$ cat config.mk
export PLATFORM = sky130hd
export DESIGN_NAME = dxcfg_top
export DESIGN_NICKNAME = d
export VERILOG_FILES = /design/src/verilog/dxcfg_pkg.sv /design/src/verilog/dxcfg_lat_if.sv /design/src/verilog/dxcfg_top.sv /design/src/verilog/dxcfg_delay.sv
export SDC_FILE = /design/constraint.sdc
export NUM_CORES = 1
export LEC_CHECK = 0
export BUFFER_PORTS_ARGS = -buffer_cell sky130_fd_sc_hd__buf_2
export CORE_ASPECT_RATIO = 0.5
export CORE_MARGIN = 5
export CORE_UTILIZATION = 52
export DETAILED_ROUTE_END_ITERATION = 10
export PLACE_DENSITY = 0.72
export SETUP_SLACK_MARGIN = 0.4
export SLEW_MARGIN = 15
export SYNTH_ARGS = -nofsm -noshare
export SYNTH_HDL_FRONTEND = slang
export SYNTH_HIERARCHICAL = 1
export SYNTH_SLANG_ARGS = --single-unit
export TNS_END_PERCENT = 20
$ cat constraint.sdc
create_clock -name clk_in -period 3.5 [get_ports clk_in]
set_clock_uncertainty 0.15 [all_clocks]
set_input_delay 0.525 -clock clk_in [delete_from_list [all_inputs] [get_ports clk_in]]
set_output_delay 0.525 -clock clk_in [all_outputs]
set_load 0.05 [all_outputs]
$ cat src/verilog/dxcfg_pkg.sv
// Package: extended mode configuration constants for the DDR2 device model.
// Assumes bank address and address bits are sampled on the device clock.
package dxcfg_pkg;
  // ****************************************
  // Command and bank decode
  // ****************************************
  localparam logic [2:0] CMD_LOAD_MODE = 3'h0;
  localparam logic [2:0] CMD_READ = 3'h5;
  localparam logic [2:0] CMD_WRITE = 3'h4;
  localparam logic [1:0] BANK_WORD_ONE = 2'h1;
  localparam logic [1:0] BANK_WORD_TWO = 2'h2;
  localparam int WORD_W = 13;
  // ****************************************
  // Field positions of word one, and the refresh bit of word two
  // ****************************************
  localparam int POS_DLL_OFF = 0;
  localparam int POS_WEAK_DRIVE = 1;
  localparam int POS_TERM_LOW = 2;
  localparam int POS_LATENCY_LO = 3;
  localparam int POS_TERM_HIGH = 6;
  localparam int POS_STROBE_COMP_OFF = 10;
  localparam int POS_READ_STROBE_ON = 11;
  localparam int POS_OUTPUT_OFF = 12;
  localparam int POS_HOT_REFRESH = 7;
  localparam logic [2:0] LATENCY_MAX = 3'h6;
  // ****************************************
  // Reset values and timing
  // ****************************************
  localparam logic [12:0] WORD_ONE_RESET = 13'h0000;
  localparam logic [12:0] WORD_TWO_RESET = 13'h0000;
  localparam int DLL_LOCK_CYCLES = 200;
  // ****************************************
  // Termination encoding
  // ****************************************
  typedef enum logic [1:0] {
    DXCFG_TERM_OFF = 2'h0,
    DXCFG_TERM_75 = 2'h1,
    DXCFG_TERM_150 = 2'h2,
    DXCFG_TERM_50 = 2'h3
  } dxcfg_term_t;
endpackage : dxcfg_pkg

$ cat src/verilog/dxcfg_lat_if.sv
// Interface: latency request and strobe between top and delay line.
// Assumes a single clock domain.
`timescale 1ns/1ps
interface dxcfg_lat_if;
  logic start;
  logic [3:0] delay;
  logic fire;
  modport src (output start, output delay, input fire);
  modport dly (input start, input delay, output fire);
endinterface : dxcfg_lat_if

$ cat src/verilog/dxcfg_top.sv
// Top: extended configuration words of a DDR2 device, loaded by load-mode.
// Assumes the controller keeps idle banks, gaps and reserved-bit zeros.
// Functional notes
// Controller loads word one only with banks idle, then waits the gap.
// Word one keeps its value until the next load-mode or power loss.
// Delay-locked loop follows dll_off_bit captured at load-mode.
// Loop off in self refresh, re-enabled and reset on exit.
// Controller waits 200 cycles after loop reset before a read.
// Controller should follow loop enable with a loop reset.
// Below 25 MHz with loop off, precharge all follows refresh.
// weak_drive_bit selects full or reduced output drive.
// Complement strobe per strobe_complement_off_bit; read strobe complement needs both.
// Read strobe mirrors data strobe on reads, ignored on writes.
// output_off_bit disables data and strobe outputs.
// Termination value 50, 75 or 150 ohms on all data signals.
// ODT pin switches termination only if enabled and in allowed states.
// Controller turns ODT off before self refresh entry.
// Controller keeps ODT low eight cycles after termination enable.
// Controller writes driver calibration bits ones then zeros.
// Additive latency from posted_latency_field, 0 to 6 cycles.
// Reads and writes held internally for the additive latency.
// Read data starts at additive plus CAS latency.
// Write data captured at read latency minus one.
// Word two holds only hot_refresh_rate_bit.
// Controller writes zeros above address bit twelve and bank bit two.
// Termination pair: 00 off, 01 75, 10 150, 11 50 ohms.
// Word one selected by bank bits 01.
// Word two selected by bank bits 10.
`timescale 1ns/1ps
module dxcfg_top #(
  parameter int ADDR_W = 13,
  parameter logic [2:0] CAS_LATENCY = 3'h3,
  parameter bit WIDE_X8 = 1'b1
) (
  input wire logic clk_in, // Device clock
  input wire logic sys_rst_in, // Async reset, high
  input wire logic cmd_valid_in, // Command strobe
  input wire logic [2:0] cmd_code_in, // Command code
  input wire logic [1:0] bank_in, // Bank address
  input wire logic [ADDR_W-1:0] addr_in, // Address bus
  input wire logic self_refresh_in, // Device in self refresh
  input wire logic odt_state_ok_in, // Active or power-down state
  input wire logic odt_in, // ODT pin
  output logic dll_enable_out, // Loop running
  output logic dll_reset_out, // Loop reset pulse
  output logic weak_drive_out, // Reduced drive
  output logic dqs_n_enable_out, // Complement strobe on
  output logic rdqs_enable_out, // Read strobe on
  output logic rdqs_n_enable_out, // Read strobe complement on
  output logic outputs_off_out, // Outputs disabled
  output dxcfg_pkg::dxcfg_term_t term_value_out, // Termination value
  output logic term_active_out, // Termination applied
  output logic [2:0] add_latency_out, // Additive latency
  output logic hot_refresh_out, // Faster refresh
  output logic read_issue_out, // Internal read issue
  output logic write_issue_out, // Internal write issue
  output logic read_data_start_out, // First read data cycle
  output logic write_capture_out // Write data capture cycle
);
  // ****************************************
  // Command decode
  // ****************************************
  logic load_cmd;
  logic load_one;
  logic load_two;
  logic read_cmd;
  logic write_cmd;
  assign load_cmd = cmd_valid_in && (cmd_code_in == dxcfg_pkg::CMD_LOAD_MODE);
  assign read_cmd = cmd_valid_in && (cmd_code_in == dxcfg_pkg::CMD_READ);
  assign write_cmd = cmd_valid_in && (cmd_code_in == dxcfg_pkg::CMD_WRITE);
  // word one select
  assign load_one = load_cmd && (bank_in == dxcfg_pkg::BANK_WORD_ONE);
  // word two select
  assign load_two = load_cmd && (bank_in == dxcfg_pkg::BANK_WORD_TWO);
  // ****************************************
  // Configuration words
  // ****************************************
  logic [12:0] word_one_q;
  logic [12:0] word_one_d;
  logic hot_q;
  logic hot_d;
  // hold until next load
  assign word_one_d = load_one ? addr_in[12:0] : word_one_q;
  // only refresh bit kept
  assign hot_d = load_two ? addr_in[dxcfg_pkg::POS_HOT_REFRESH] : hot_q;
  always_ff @(posedge clk_in or posedge sys_rst_in) begin
    if (sys_rst_in) begin
      word_one_q <= dxcfg_pkg::WORD_ONE_RESET;
      hot_q <= dxcfg_pkg::WORD_TWO_RESET[dxcfg_pkg::POS_HOT_REFRESH];
    end else begin
      word_one_q <= word_one_d;
      hot_q <= hot_d;
    end
  end
  // ****************************************
  // Field decode
  // ****************************************
  logic dll_off;
  logic strobe_comp_off;
  logic read_strobe_on;
  logic out_off;
  logic [2:0] lat_field;
  logic [2:0] lat_eff;
  dxcfg_pkg::dxcfg_term_t term_sel;
  assign dll_off = word_one_q[dxcfg_pkg::POS_DLL_OFF];
  assign strobe_comp_off = word_one_q[dxcfg_pkg::POS_STROBE_COMP_OFF];
  assign read_strobe_on = word_one_q[dxcfg_pkg::POS_READ_STROBE_ON] && WIDE_X8;
  assign out_off = word_one_q[dxcfg_pkg::POS_OUTPUT_OFF];
  // latency field, reserved clamped
  assign lat_field = word_one_q[dxcfg_pkg::POS_LATENCY_LO +: 3];
  assign lat_eff = (lat_field > dxcfg_pkg::LATENCY_MAX) ? dxcfg_pkg::LATENCY_MAX : lat_field;
  // termination pair decode
  assign term_sel = dxcfg_pkg::dxcfg_term_t'({word_one_q[dxcfg_pkg::POS_TERM_HIGH],
                                               word_one_q[dxcfg_pkg::POS_TERM_LOW]});
  // ****************************************
  // Delay-locked loop control
  // ****************************************
  logic sr_q;
  logic dll_en_d;
  logic dll_rst_d;
  logic sr_exit;
  logic load_enables;
  assign sr_exit = sr_q && !self_refresh_in;
  assign load_enables = load_one && !addr_in[dxcfg_pkg::POS_DLL_OFF] && dll_off;
  // follow captured loop bit; R4: off in self refresh
  assign dll_en_d = !self_refresh_in && !word_one_d[dxcfg_pkg::POS_DLL_OFF];
  // reset on self refresh exit
  assign dll_rst_d = (sr_exit && !dll_off) || load_enables;
  // ****************************************
  // Output pin controls
  // ****************************************
  logic dqs_n_d;
  logic rdqs_n_d;
  logic term_act_d;
  // complement strobe enables
  assign dqs_n_d = !strobe_comp_off && !out_off;
  assign rdqs_n_d = read_strobe_on && !strobe_comp_off && !out_off;
  // ODT gated by enable and state; R12: applied to all data signals
  assign term_act_d = (term_sel != dxcfg_pkg::DXCFG_TERM_OFF) && odt_state_ok_in && odt_in;
  // ****************************************
  // Latency timing
  // ****************************************
  dxcfg_lat_if rd_hold ();
  dxcfg_lat_if wr_hold ();
  dxcfg_lat_if rd_data ();
  dxcfg_lat_if wr_data ();
  // hold commands for additive latency
  assign rd_hold.start = read_cmd;
  assign rd_hold.delay = {1'b0, lat_eff};
  assign wr_hold.start = write_cmd;
  assign wr_hold.delay = {1'b0, lat_eff};
  // read latency equals additive plus CAS
  assign rd_data.start = read_cmd;
  assign rd_data.delay = 4'({1'b0, lat_eff} + {1'b0, CAS_LATENCY});
  // write latency one less than read
  assign wr_data.start = write_cmd;
  assign wr_data.delay = 4'({1'b0, lat_eff} + {1'b0, CAS_LATENCY} - 4'h1);
  // Output register adds one cycle to every pulse
  dxcfg_delay #(.DEPTH(16)) u_rd_hold (.clk_in(clk_in), .sys_rst_in(sys_rst_in), .lat(rd_hold));
  dxcfg_delay #(.DEPTH(16)) u_wr_hold (.clk_in(clk_in), .sys_rst_in(sys_rst_in), .lat(wr_hold));
  dxcfg_delay #(.DEPTH(16)) u_rd_data (.clk_in(clk_in), .sys_rst_in(sys_rst_in), .lat(rd_data));
  dxcfg_delay #(.DEPTH(16)) u_wr_data (.clk_in(clk_in), .sys_rst_in(sys_rst_in), .lat(wr_data));
  // ****************************************
  // Output registers
  // ****************************************
  always_ff @(posedge clk_in or posedge sys_rst_in) begin
    if (sys_rst_in) begin
      sr_q <= 1'b0;
      dll_enable_out <= 1'b0;
      dll_reset_out <= 1'b0;
      weak_drive_out <= 1'b0;
      dqs_n_enable_out <= 1'b0;
      rdqs_enable_out <= 1'b0;
      rdqs_n_enable_out <= 1'b0;
      outputs_off_out <= 1'b0;
      term_value_out <= dxcfg_pkg::DXCFG_TERM_OFF;
      term_active_out <= 1'b0;
      add_latency_out <= 3'h0;
      hot_refresh_out <= 1'b0;
      read_issue_out <= 1'b0;
      write_issue_out <= 1'b0;
      read_data_start_out <= 1'b0;
      write_capture_out <= 1'b0;
    end else begin
      sr_q <= self_refresh_in;
      dll_enable_out <= dll_en_d;
      dll_reset_out <= dll_rst_d;
      // drive strength select
      weak_drive_out <= word_one_q[dxcfg_pkg::POS_WEAK_DRIVE];
      dqs_n_enable_out <= dqs_n_d;
      // read strobe from its bit on x8 parts, for any command; R11: outputs off
      rdqs_enable_out <= read_strobe_on && !out_off;
      rdqs_n_enable_out <= rdqs_n_d;
      outputs_off_out <= out_off;
      term_value_out <= term_sel;
      term_active_out <= term_act_d;
      add_latency_out <= lat_eff;
      hot_refresh_out <= hot_q;
      read_issue_out <= rd_hold.fire;
      write_issue_out <= wr_hold.fire;
      read_data_start_out <= rd_data.fire;
      write_capture_out <= wr_data.fire;
    end
  end
endmodule : dxcfg_top

$ cat src/verilog/dxcfg_delay.sv
// Delay line: fires a pulse a programmable number of cycles after start.
// Assumes start pulses are one cycle wide; overlapping requests are queued by shift.
`timescale 1ns/1ps
module dxcfg_delay #(
  parameter int DEPTH = 16
) (
  input wire logic clk_in, // Clock
  input wire logic sys_rst_in, // Async reset
  dxcfg_lat_if.dly lat // Request and strobe
);
  logic [DEPTH-1:0] pipe_q;
  logic [DEPTH-1:0] pipe_d;
  logic [DEPTH-1:0] inject;
  assign inject = lat.start ? (DEPTH'(1) << lat.delay) : '0;
  assign pipe_d = (pipe_q >> 1) | inject;
  assign lat.fire = pipe_q[0];
  always_ff @(posedge clk_in or posedge sys_rst_in) begin
    if (sys_rst_in) pipe_q <= '0;
    else pipe_q <= pipe_d;
  end
endmodule : dxcfg_delay

==> impl_results.md, run 1 <==
- Status: completed
- Avg WL per Cell: 15.91 um
- DIE HEIGHT: 69.18 um
- Diode count: 0
- CTS Sinks: 94
- Max Buffers Root-to-Sink: 2
- FF+latch area: 0.002352 mm^2
- Mean area per synthesized cell: 13.90 um^2
- Crit path launch: word_one_q[4]
- Port Buf Inserts: 39
- CTS tree: yes
- Crit path required time: 3.57 ns
- CTS buffer count: 9
- Max-cap viol count: 0
- Final hold violations: 0
- Multi-input gate area: 0.001129 mm^2
- Post-layout nets: 334
- Final-report setup violation count: 0
- DR vias/cell: 5.252
- Worst-Skew Late Latency: 0.33 ns
- Initial Util: 53.94%
- Vias in the first global route: 2,329
- Max-slew violations: 0
- Number of fillers in the final layout: 508
- Synth Instances: 262
- Netlist cell types: 30
- Worst setup SP type: flop
- Final HPWL DP: 4.407 mm
- Hold Slack: 0.1613 ns
- Core Region: 0.006753 mm^2
- GRT busiest layer: met2
- Largest net degree at the start of global routing: 31
- Pre-antenna DRT Iters: 4
- Setup TNS Final: 0 ns
- Post-synthesis register bit count: 94
- Area contributors post-synth: dfrtp_1, o21bai_1, mux2_4
- Final min period: 2.622 ns
- GRT Total Usage: 15.88%
- Met1 usage: 18.91%
- FF-to-FF End: u_rd_data/pipe_q[4]
- Die Span X: 128.4 um
- Post-cts sizing count: 0
- Total Wirelength: 6.443 mm
- Post-synth top area cell: dfrtp_1
- Sequential area share after synthesis: 64.58%
- Via count: 2,127
- Clock transition at path regs: 0.06 ns
- DRC Markers: 0
- Critical Path Sink: u_rd_data/pipe_q[4]
- Hold Crit Class: in -> async
- WS Path Type: reg -> reg
- GRT met2 Usage: 26.34%
- Worst vdd ir: 0.2826 mV
- Row count: 21
- I/O pins: 42
- Initial antenna violation count: 0
- Full die area: 0.008880 mm^2
- M3 GR Usage: 6.000%
- Remaining Overflow, GRT: 0
- R2R depth: 5
- H-Tree Depth: 3
- Yosys top cell area share: 64.58%
- Yosys warns: 6
- Register-to-register path setup slack: 0.88 ns
- Leading cell types by count after synthesis: dfrtp_1, o21bai_1, inv_1
- PD cells: 652.5 mW/mm^2
- Leakage: 2.181 nW
- Worst slew margin: 54.43%
- Place WS: 0.9239 ns
- Crit Reg-Reg Startpoint: word_one_q[4]
- P&R area growth vs syn: 16.21%
- Clock root cell: clkbuf_16
- Syn Std Cell Area: 0.003642 mm^2
- Cell with the most instances after synthesis: dfrtp_1
- Post-route antenna net violation count: 0
- Worst-margin pin slew: 0.6810 ns
- DRT iter0 DRCs: 93
- Worst path arrival time: 2.70 ns
- Achievable Freq: 381.4 MHz
- Predominant post-synthesis flop cell: dfrtp_1
- Critical-path maximum fanout: 14
- First-pass GRT wire length: 10.99 mm
- Crit. End Element: flop
- # hold bufs at CTS: 0
- Tcrit/Tclk final: 74.91%
- Async set-or-reset flop fraction in the synthesized netlist: 100.0%
- Post-CTS setup-driven buffer insertion count: 0
- Placer Congestion: 0.8217
- Share of layout cells above drive strength 1: 31.95%
- RSZ-0062 raised after global routing: false
- Post-synth EDFFs: 0
- Setup ws final: 0.8780 ns
==> power by group <==
group          leakage (nW)  total, mW  internal [mW]  switching, mW
sequential             1.27       1.23           1.19         0.0441
combinational         0.757      0.507          0.149          0.358
clock                 0.150       1.02          0.646          0.378
==> layer usage <==
metal	up-vias	routed length (um)	part of all wire (%)
li1	985	-	-
met1	1089	2810	44
met2	41	3258	51
met3	12	272	4.2
met4	0	102	1.6
met5	-	0	0
==> worst max-delay path: stages (launching register included) <==
cell	delay, ns
dfrtp_1	0.43
ha_1	0.41
or2_2	0.49
xnor2_1	0.49
nand3b_1	0.27
o31ai_2	0.27
==> flip-flops by register name, summed over array words and instances, names as in the netlist, 2 cells and up <==
| register | flops |
|---|---|
| term_value_out | 2 |
| u_wr_hold/pipe_q | 16 |
| u_rd_hold/pipe_q | 16 |
| u_rd_data/pipe_q | 16 |
| word_one_q | 10 |
| add_latency_out | 3 |
| u_wr_data/pipe_q | 16 |
==> through the flow <==
step                      area, um^2  utilization, %  power [mW]  cells
after global placement          3915           57.98       1.734    389
after detailed placement        3915           57.98       1.753    389
after floorplan                 3646               -       1.646    263
after global routing            4233           62.68       2.884    405
final                           4233           62.68       2.762    405
after CTS                       4233           62.68       2.785    405
==> cell usage in the layout, fill, tap and decap left out, drive strengths merged, types with 6 or more instances in the layout <==
cell type	n
a31o	12
buf	43
clkbuf	13
dfrtp	94
inv	25
mux2	12
nand2	6
nand2b	10
nand3b	10
nor2	14
o21bai	32
o31ai	8
==> kinds of logic (layout without fill, tap and decap cells) <==
logic type	after synthesis	after routing	synth area share, %
mux	12	12	4.638
xor+xnor	2	2	0.4810
other cells	1	2	0.1030
simple gates	54	54	10.07
flops	94	94	64.58
buf+inv	34	84	4.535
fa+ha+maj	2	2	0.6869
compound gates	63	63	14.91
==> layout make-up <==
| cell class | instances | share of cell area (%) |
|---|---|---|
| clock inverters | 3 | 1.596 |
| repair buffers | 43 | 5.321 |
| multi-input cells | 135 | 26.66 |
| clock buffers | 13 | 5.912 |
| inverters | 25 | 2.217 |
| well taps | 92 | 2.719 |
| flip-flops and latches | 94 | 55.57 |
==> how the worst min path moves through the flow <==
stage / startpoint / to / slack [ns] / depth (start not counted)
2_1_floorplan: u_rd_data/pipe_q[0] / read_data_start_out / 0.18 / 0
3_3_place_gp: u_wr_hold/pipe_q[0] / write_issue_out / 0.18 / 0
3_5_place_dp: u_wr_hold/pipe_q[0] / write_issue_out / 0.19 / 0
4_1_cts: sys_rst_in / u_rd_data/pipe_q[14] / 0.16 / 2
5_1_grt: self_refresh_in / sr_q / 0.17 / 1
6_report: sys_rst_in / u_rd_data/pipe_q[5] / 0.16 / 2
(Power assumes the default switching activity.)
==> run 2, diff against run 1 <==
Settings changed: PLACE_DENSITY 0.72 to 0.75.
Clock period 3.5 ns to 2.22 ns, I/O delays scaled along.
==> impl_results.md, run 2 (synthesis gave the netlist of run 1 again) <==
- Worst slew margin: 60.88% (+6.4 points)
- Crit path required time: 2.32 ns (-1.25 ns)
- Clock transition at path regs: 0.06 ns (about the same)
- Hold path start: odt_in
- H-Tree Depth: 3 (unchanged)
- PD cells: 993.5 mW/mm^2 (+52%)
- RSZ-0062 raised after global routing: true
- WS Path Type: reg -> reg
- Status: completed
- Port Buf Inserts: 39 (unchanged)
- Core Region: 0.006753 mm^2 (unchanged)
- Design Power: 4.337 mW (+57%)
- Crit Reg-Reg Startpoint: word_one_q[5]
- Max-slew violations: 0 (unchanged)
- Clock root cell: clkbuf_16
- Most frequent cells in the layout: dfrtp_1, buf_2, o21bai_1
- Placer Congestion: 0.7809 (-5.0%)
- Achievable Freq: 553.0 MHz (+45%)
- Final min period: 1.808 ns (-0.8137 ns)
- Worst-margin pin slew: 0.5862 ns (-0.09483 ns)
- Place WS: 0.1461 ns (-0.7778 ns)
- CTS buffer count: 9 (unchanged)
- Final hold violations: 0 (unchanged)
- Diode count: 0 (unchanged)
- DR vias/cell: 5.253 (about the same)
- Critical-path maximum fanout: 5 (-9)
- Post-route antenna net violation count: 0 (unchanged)
- DRC Markers: 0 (unchanged)
- Setup TNS Final: 0 ns (unchanged)
- Initial Util: 53.94% (unchanged)
- GRT Total Usage: 16.73% (+0.85 points)
- Final HPWL DP: 4.572 mm (+3.7%)
- Most common cell after layout, fill and taps aside: dfrtp_1
- Final-report setup violation count: 0 (unchanged)
- Remaining Overflow, GRT: 0 (unchanged)
- Number of fillers in the final layout: 477 (-6.1%)
- Largest net degree at the start of global routing: 29 (-6.5%)
- Avg WL per Cell: 16.09 um (+1.2%)
- P&R area growth vs syn: 19.86%
- Worst path arrival time: 1.91 ns (-0.79 ns)
- Hold Crit Class: in -> reg
- Worst vdd ir: 0.4523 mV (+60%)
- Pre-antenna DRT Iters: 4 (unchanged)
- First-pass GRT wire length: 11.62 mm (+5.7%)
- Full die area: 0.008880 mm^2 (unchanged)
- Crit. End Element: flop
- Leakage: 2.242 nW (+2.8%)
- Max Buffers Root-to-Sink: 2 (unchanged)
- Share of layout cells above drive strength 1: 35.91% (+4.0 points)
- I/O pins: 42 (unchanged)
- Post-layout nets: 347 (+3.9%)
- Row count: 21 (unchanged)
- DRT iter0 DRCs: 160 (+72%)
- Total Wirelength: 6.679 mm (+3.7%)
- Initial antenna violation count: 0 (unchanged)
- Worst setup SP type: flop
- Via count: 2,180 (+2.5%)
- CTS tree: yes
- DIE HEIGHT: 69.18 um (unchanged)
- Vias in the first global route: 2,414 (+3.6%)
- Tcrit/Tclk final: 81.45% (+6.5 points)
- Worst-Skew Late Latency: 0.33 ns (about the same)
- Final Util: 64.65% (+2.0 points)
- Setup ws final: 0.4117 ns (-0.4663 ns)
- Die Span X: 128.4 um (unchanged)
- Max-cap viol count: 0 (unchanged)
- Crit path launch: word_one_q[5]
- CTS Sinks: 94 (unchanged)
run 2: cell count changes in the layout (fill, tap and decap cells not counted), sizes merged:
| cell | delta |
|---|---|
| clkbuf | -2 |
| buf | +11 |
| dlygate4sd3 | +2 |
| bufinv | -1 |
| clkinvlp | -1 |
| clkinv | +1 |
run 2: per-stage QoR:
step	hold slack (ns)	instance area, um^2	instances
after floorplan	0.09674	3667	263
after global placement	0.1051	3966	393
after detailed placement	0.1073	3966	393
after CTS	0.06730	4364	415
after global routing	0.06875	4365	415
final	0.07493	4365	415
run 2: worst paths after layout:
path,endpoint,depth (start not counted),slack (ns)
max reg2reg,u_rd_data/pipe_q[13],6,0.41
max in group asynchronous,u_rd_hold/pipe_q[6],3,1.02
min,term_active_out,2,0.07
max,u_rd_data/pipe_q[13],6,0.41
min reg2reg,read_data_start_out,0,0.20
min in group asynchronous,write_issue_out,3,0.31
run 2: per-layer routing:
metal	up-vias	GRT usage (%)	wire length [um]
met5	-	0	0
met4	0	6.941	189
met3	16	5.769	289
met2	49	27.95	3455
met1	1105	19.76	2745
li1	1010	-	-
run 2: cell type report:
| type | instances | area [um^2] | area share, % |
|---|---|---|---|
| sequential | 94 | 2352 | 53.88 |
| inverter | 25 | 93.84 | 2.150 |
| tap | 92 | 115.1 | 2.637 |
| timing repair buffer | 56 | 340.3 | 7.796 |
| multi-input combinational | 135 | 1186 | 27.17 |
| clock buffer | 11 | 242.7 | 5.560 |
| clock inverter | 2 | 35.03 | 0.8025 |
run 2: power breakdown:
group | internal [mW] | leakage, nW | switching (mW)
logic | 0.331 | 0.830 | 0.613
registers | 1.87 | 1.27 | 0.0709
clock network | 0.882 | 0.137 | 0.570
run 2: worst max-delay path: stages, from the launching register on:
cell and delay [ns]:
dfrtp_1 0.41, ha_4 0.20, or2_4 0.27, xnor2_4 0.25
buf_4 0.15, nand3_1 0.12, o21bai_1 0.18
run 2: repair_timing:
item | in CTS | in global routing
cloned | 0 | 0
resized for setup | 9 | 1
setup buffers | 7 | 0
hold buffers | 2 | 0
endpoints found under the hold margin | 67 | 0
pin swaps | 8 | 6
endpoints found under the setup margin | 45 | 17
==> run 3, diff against run 2 <==
Settings changed: PLACE_DENSITY 0.75 to 0.72.
Clock period 2.22 ns to 1.9 ns, I/O delays scaled along.
==> impl_results.md, run 3 (synthesis gave the netlist of run 1 again) <==
- Status: completed
- Worst-margin pin slew: 0.6156 ns (+0.02939 ns)
- Number of fillers in the final layout: 486 (+1.9%)
- Full die area: 0.008880 mm^2 (unchanged)
- CTS tree: yes
- Post-layout nets: 356 (+2.6%)
- Via count: 2,191 (+0.50%)
- Remaining Overflow, GRT: 0 (unchanged)
- Avg WL per Cell: 15.87 um (-1.4%)
- Largest net degree at the start of global routing: 29 (unchanged)
- Core Region: 0.006753 mm^2 (unchanged)
- Worst-Skew Late Latency: 0.33 ns (about the same)
- Setup TNS Final: 0 ns (unchanged)
- Pre-antenna DRT Iters: 4 (unchanged)
- Initial Util: 53.94% (unchanged)
- Worst setup SP type: flop
- Crit-path leading delay family: simple AND/OR/NAND/NOR gates
- Most frequent cells in the layout: dfrtp_1, buf_2, o21bai_1
- DRC Markers: 0 (unchanged)
- Diode count: 0 (unchanged)
- Slowest stage cell, crit path: dfrtp_1
- CTS buffer count: 9 (unchanged)
- Die Span X: 128.4 um (unchanged)
- DIE HEIGHT: 69.18 um (unchanged)
- Crit path required time: 1.99 ns (-0.33 ns)
- Hold Slack: 0.02984 ns (-0.04509 ns)
- Most common cell after layout, fill and taps aside: dfrtp_1
- Hold Crit Class: in -> reg
- GRT Total Usage: 16.45% (-0.28 points)
- Worst path arrival time: 1.84 ns (-0.07 ns)
- Initial antenna violation count: 0 (unchanged)
- DR vias/cell: 5.131 (-2.3%)
- Clk network pwr share: 32.4% (-1.1 points)
- Cells after DPL: 400 (+1.8%)
- Worst slew margin: 58.92% (-2.0 points)
- Worst vdd ir: 0.5103 mV (+13%)
- Final-report setup violation count: 0 (unchanged)
- Leakage: 2.278 nW (+1.6%)
- Switching Share: 30.29% (+1.4 points)
- CTS Sinks: 94 (unchanged)
- FF+latch area: 0.002352 mm^2 (unchanged)
- Non-filler cells, final: 427 (+2.9%)
- First-pass GRT wire length: 11.42 mm (-1.7%)
- Psw: 1.531 mW (+22%)
- Total Wirelength: 6.776 mm (+1.5%)
- Max Buffers Root-to-Sink: 2 (unchanged)
- Max-slew violations: 0 (unchanged)
- DRT iter0 DRCs: 144 (-10%)
- Buffer and inverter count on the worst path: 0 (-1)
- Crit-path max cell delay: 0.41 ns (about the same)
- Multi-input gate area: 0.001217 mm^2 (+2.6%)
- Internal: 3.524 mW (+14%)
- WS Path Type: reg -> reg
- Worst-path cell chain: ha_4 > or2_4 > xnor2_4 > nand3b_1 > o31ai_2
- Max-cap viol count: 0 (unchanged)
- Final min period: 1.746 ns (-0.06230 ns)
- Clock root cell: clkbuf_16
- RSZ-0062 raised after global routing: true
- Cell area after layout: 0.004467 mm^2 (+2.3%)
- Placer Congestion: 0.7988 (+2.3%)
- Final HPWL DP: 4.669 mm (+2.1%)
- Logic gate share of total power: 22.8% (+1.0 points)
- Design Power: 5.055 mW (+17%)
- Port Buf Inserts: 39 (unchanged)
- Crit. End Element: flop
- Post-route antenna net violation count: 0 (unchanged)
- I/O pins: 42 (unchanged)
- P&R area growth vs syn: 22.64%
- Vias in the first global route: 2,369 (-1.9%)
- H-Tree Depth: 3 (unchanged)
- PD cells: 1132 mW/mm^2 (+14%)
- Row count: 21 (unchanged)
- Achievable Freq: 572.7 MHz (+3.6%)
- Critical-path maximum fanout: 5 (unchanged)
- Final hold violations: 0 (unchanged)
- Tcrit/Tclk final: 91.89% (+10 points)
- Clock transition at path regs: 0.06 ns (about the same)
- Flop pwr share: 44.8% (about the same)
- Placed Area: 0.004055 mm^2 (+2.2%)
- Share of layout cells above drive strength 1: 40.30% (+4.4 points)
[run 3: changes by cell type in the layout (fill, tap and decap cells not counted), moves of 2 or more]
cell / change
nor2_4: +2
inv_1: -2
buf_4: +8
nor2_2: +2
clkinv_4: +2
clkinvlp_4: +2
nor2_1: -4
[run 3: repair_timing]
item                                    CTS  global route
hold endpoints to repair                 67             0
endpoints found under the setup margin   48            59
hold buffers                              2             0
pin swaps                                12             6
buffers inserted                          6             3
resized for setup                         3            12
[run 3: per-stage QoR]
stage                     worst slack [ns]  utilization (%)
after floorplan                     0.1203                -
after global placement              0.1294            60.05
after detailed placement           0.07680            60.05
after CTS                           0.1086            65.22
after global routing               0.08545            66.15
final                               0.1540            66.15
[run 3: final cells by class]
type                    instances  area share (%)
clock buffers                  11           5.434
clock inverters                 5          0.7843
inverters                      25           2.185
multi-input cells             135           27.25
flip-flops and latches         94           52.66
well taps                      92           2.577
repair buffers                 65           9.104
[run 3: final timing paths]
path                                              to  slack (ns)           startpoint  cells past startpoint
min in group asynchronous            write_issue_out        0.28           sys_rst_in                      3
max in group asynchronous       u_rd_hold/pipe_q[10]        0.71           sys_rst_in                      3
worst max-delay path             u_rd_data/pipe_q[4]        0.15        word_one_q[5]                      5
worst min register to register     write_capture_out        0.20  u_wr_data/pipe_q[0]                      0
worst max register to register   u_rd_data/pipe_q[4]        0.15        word_one_q[5]                      5
worst min-delay path                   word_one_q[1]        0.03           addr_in[1]                      2
[run 3: power by group through the flow]
stage	registers, mW	logic (mW)	clock network (mW)
finish	2.27	1.15	1.64
detailed placement	2.30	1.05	0
floorplan	2.53	0.564	0
global route	2.29	1.23	1.77
global placement	2.29	1.02	0
CTS	2.27	1.10	1.68
[run 3: worst reg2reg max path: stages (launching register included)]
cell	delay, ns
dfrtp_1	0.41
ha_4	0.18
or2_4	0.26
xnor2_4	0.24
nand3b_1	0.20
o31ai_2	0.22
[run 3: per-layer routing]
layer / routed length [um] / vias to the layer above / GRT usage (%)
met1: 2928 / 1121 / 20.07
met3: 274 / 5 / 4.692
met2: 3491 / 40 / 27.90
li1: - / 1025 / -
met4: 82 / 0 / 6.000
met5: 0 / - / 0
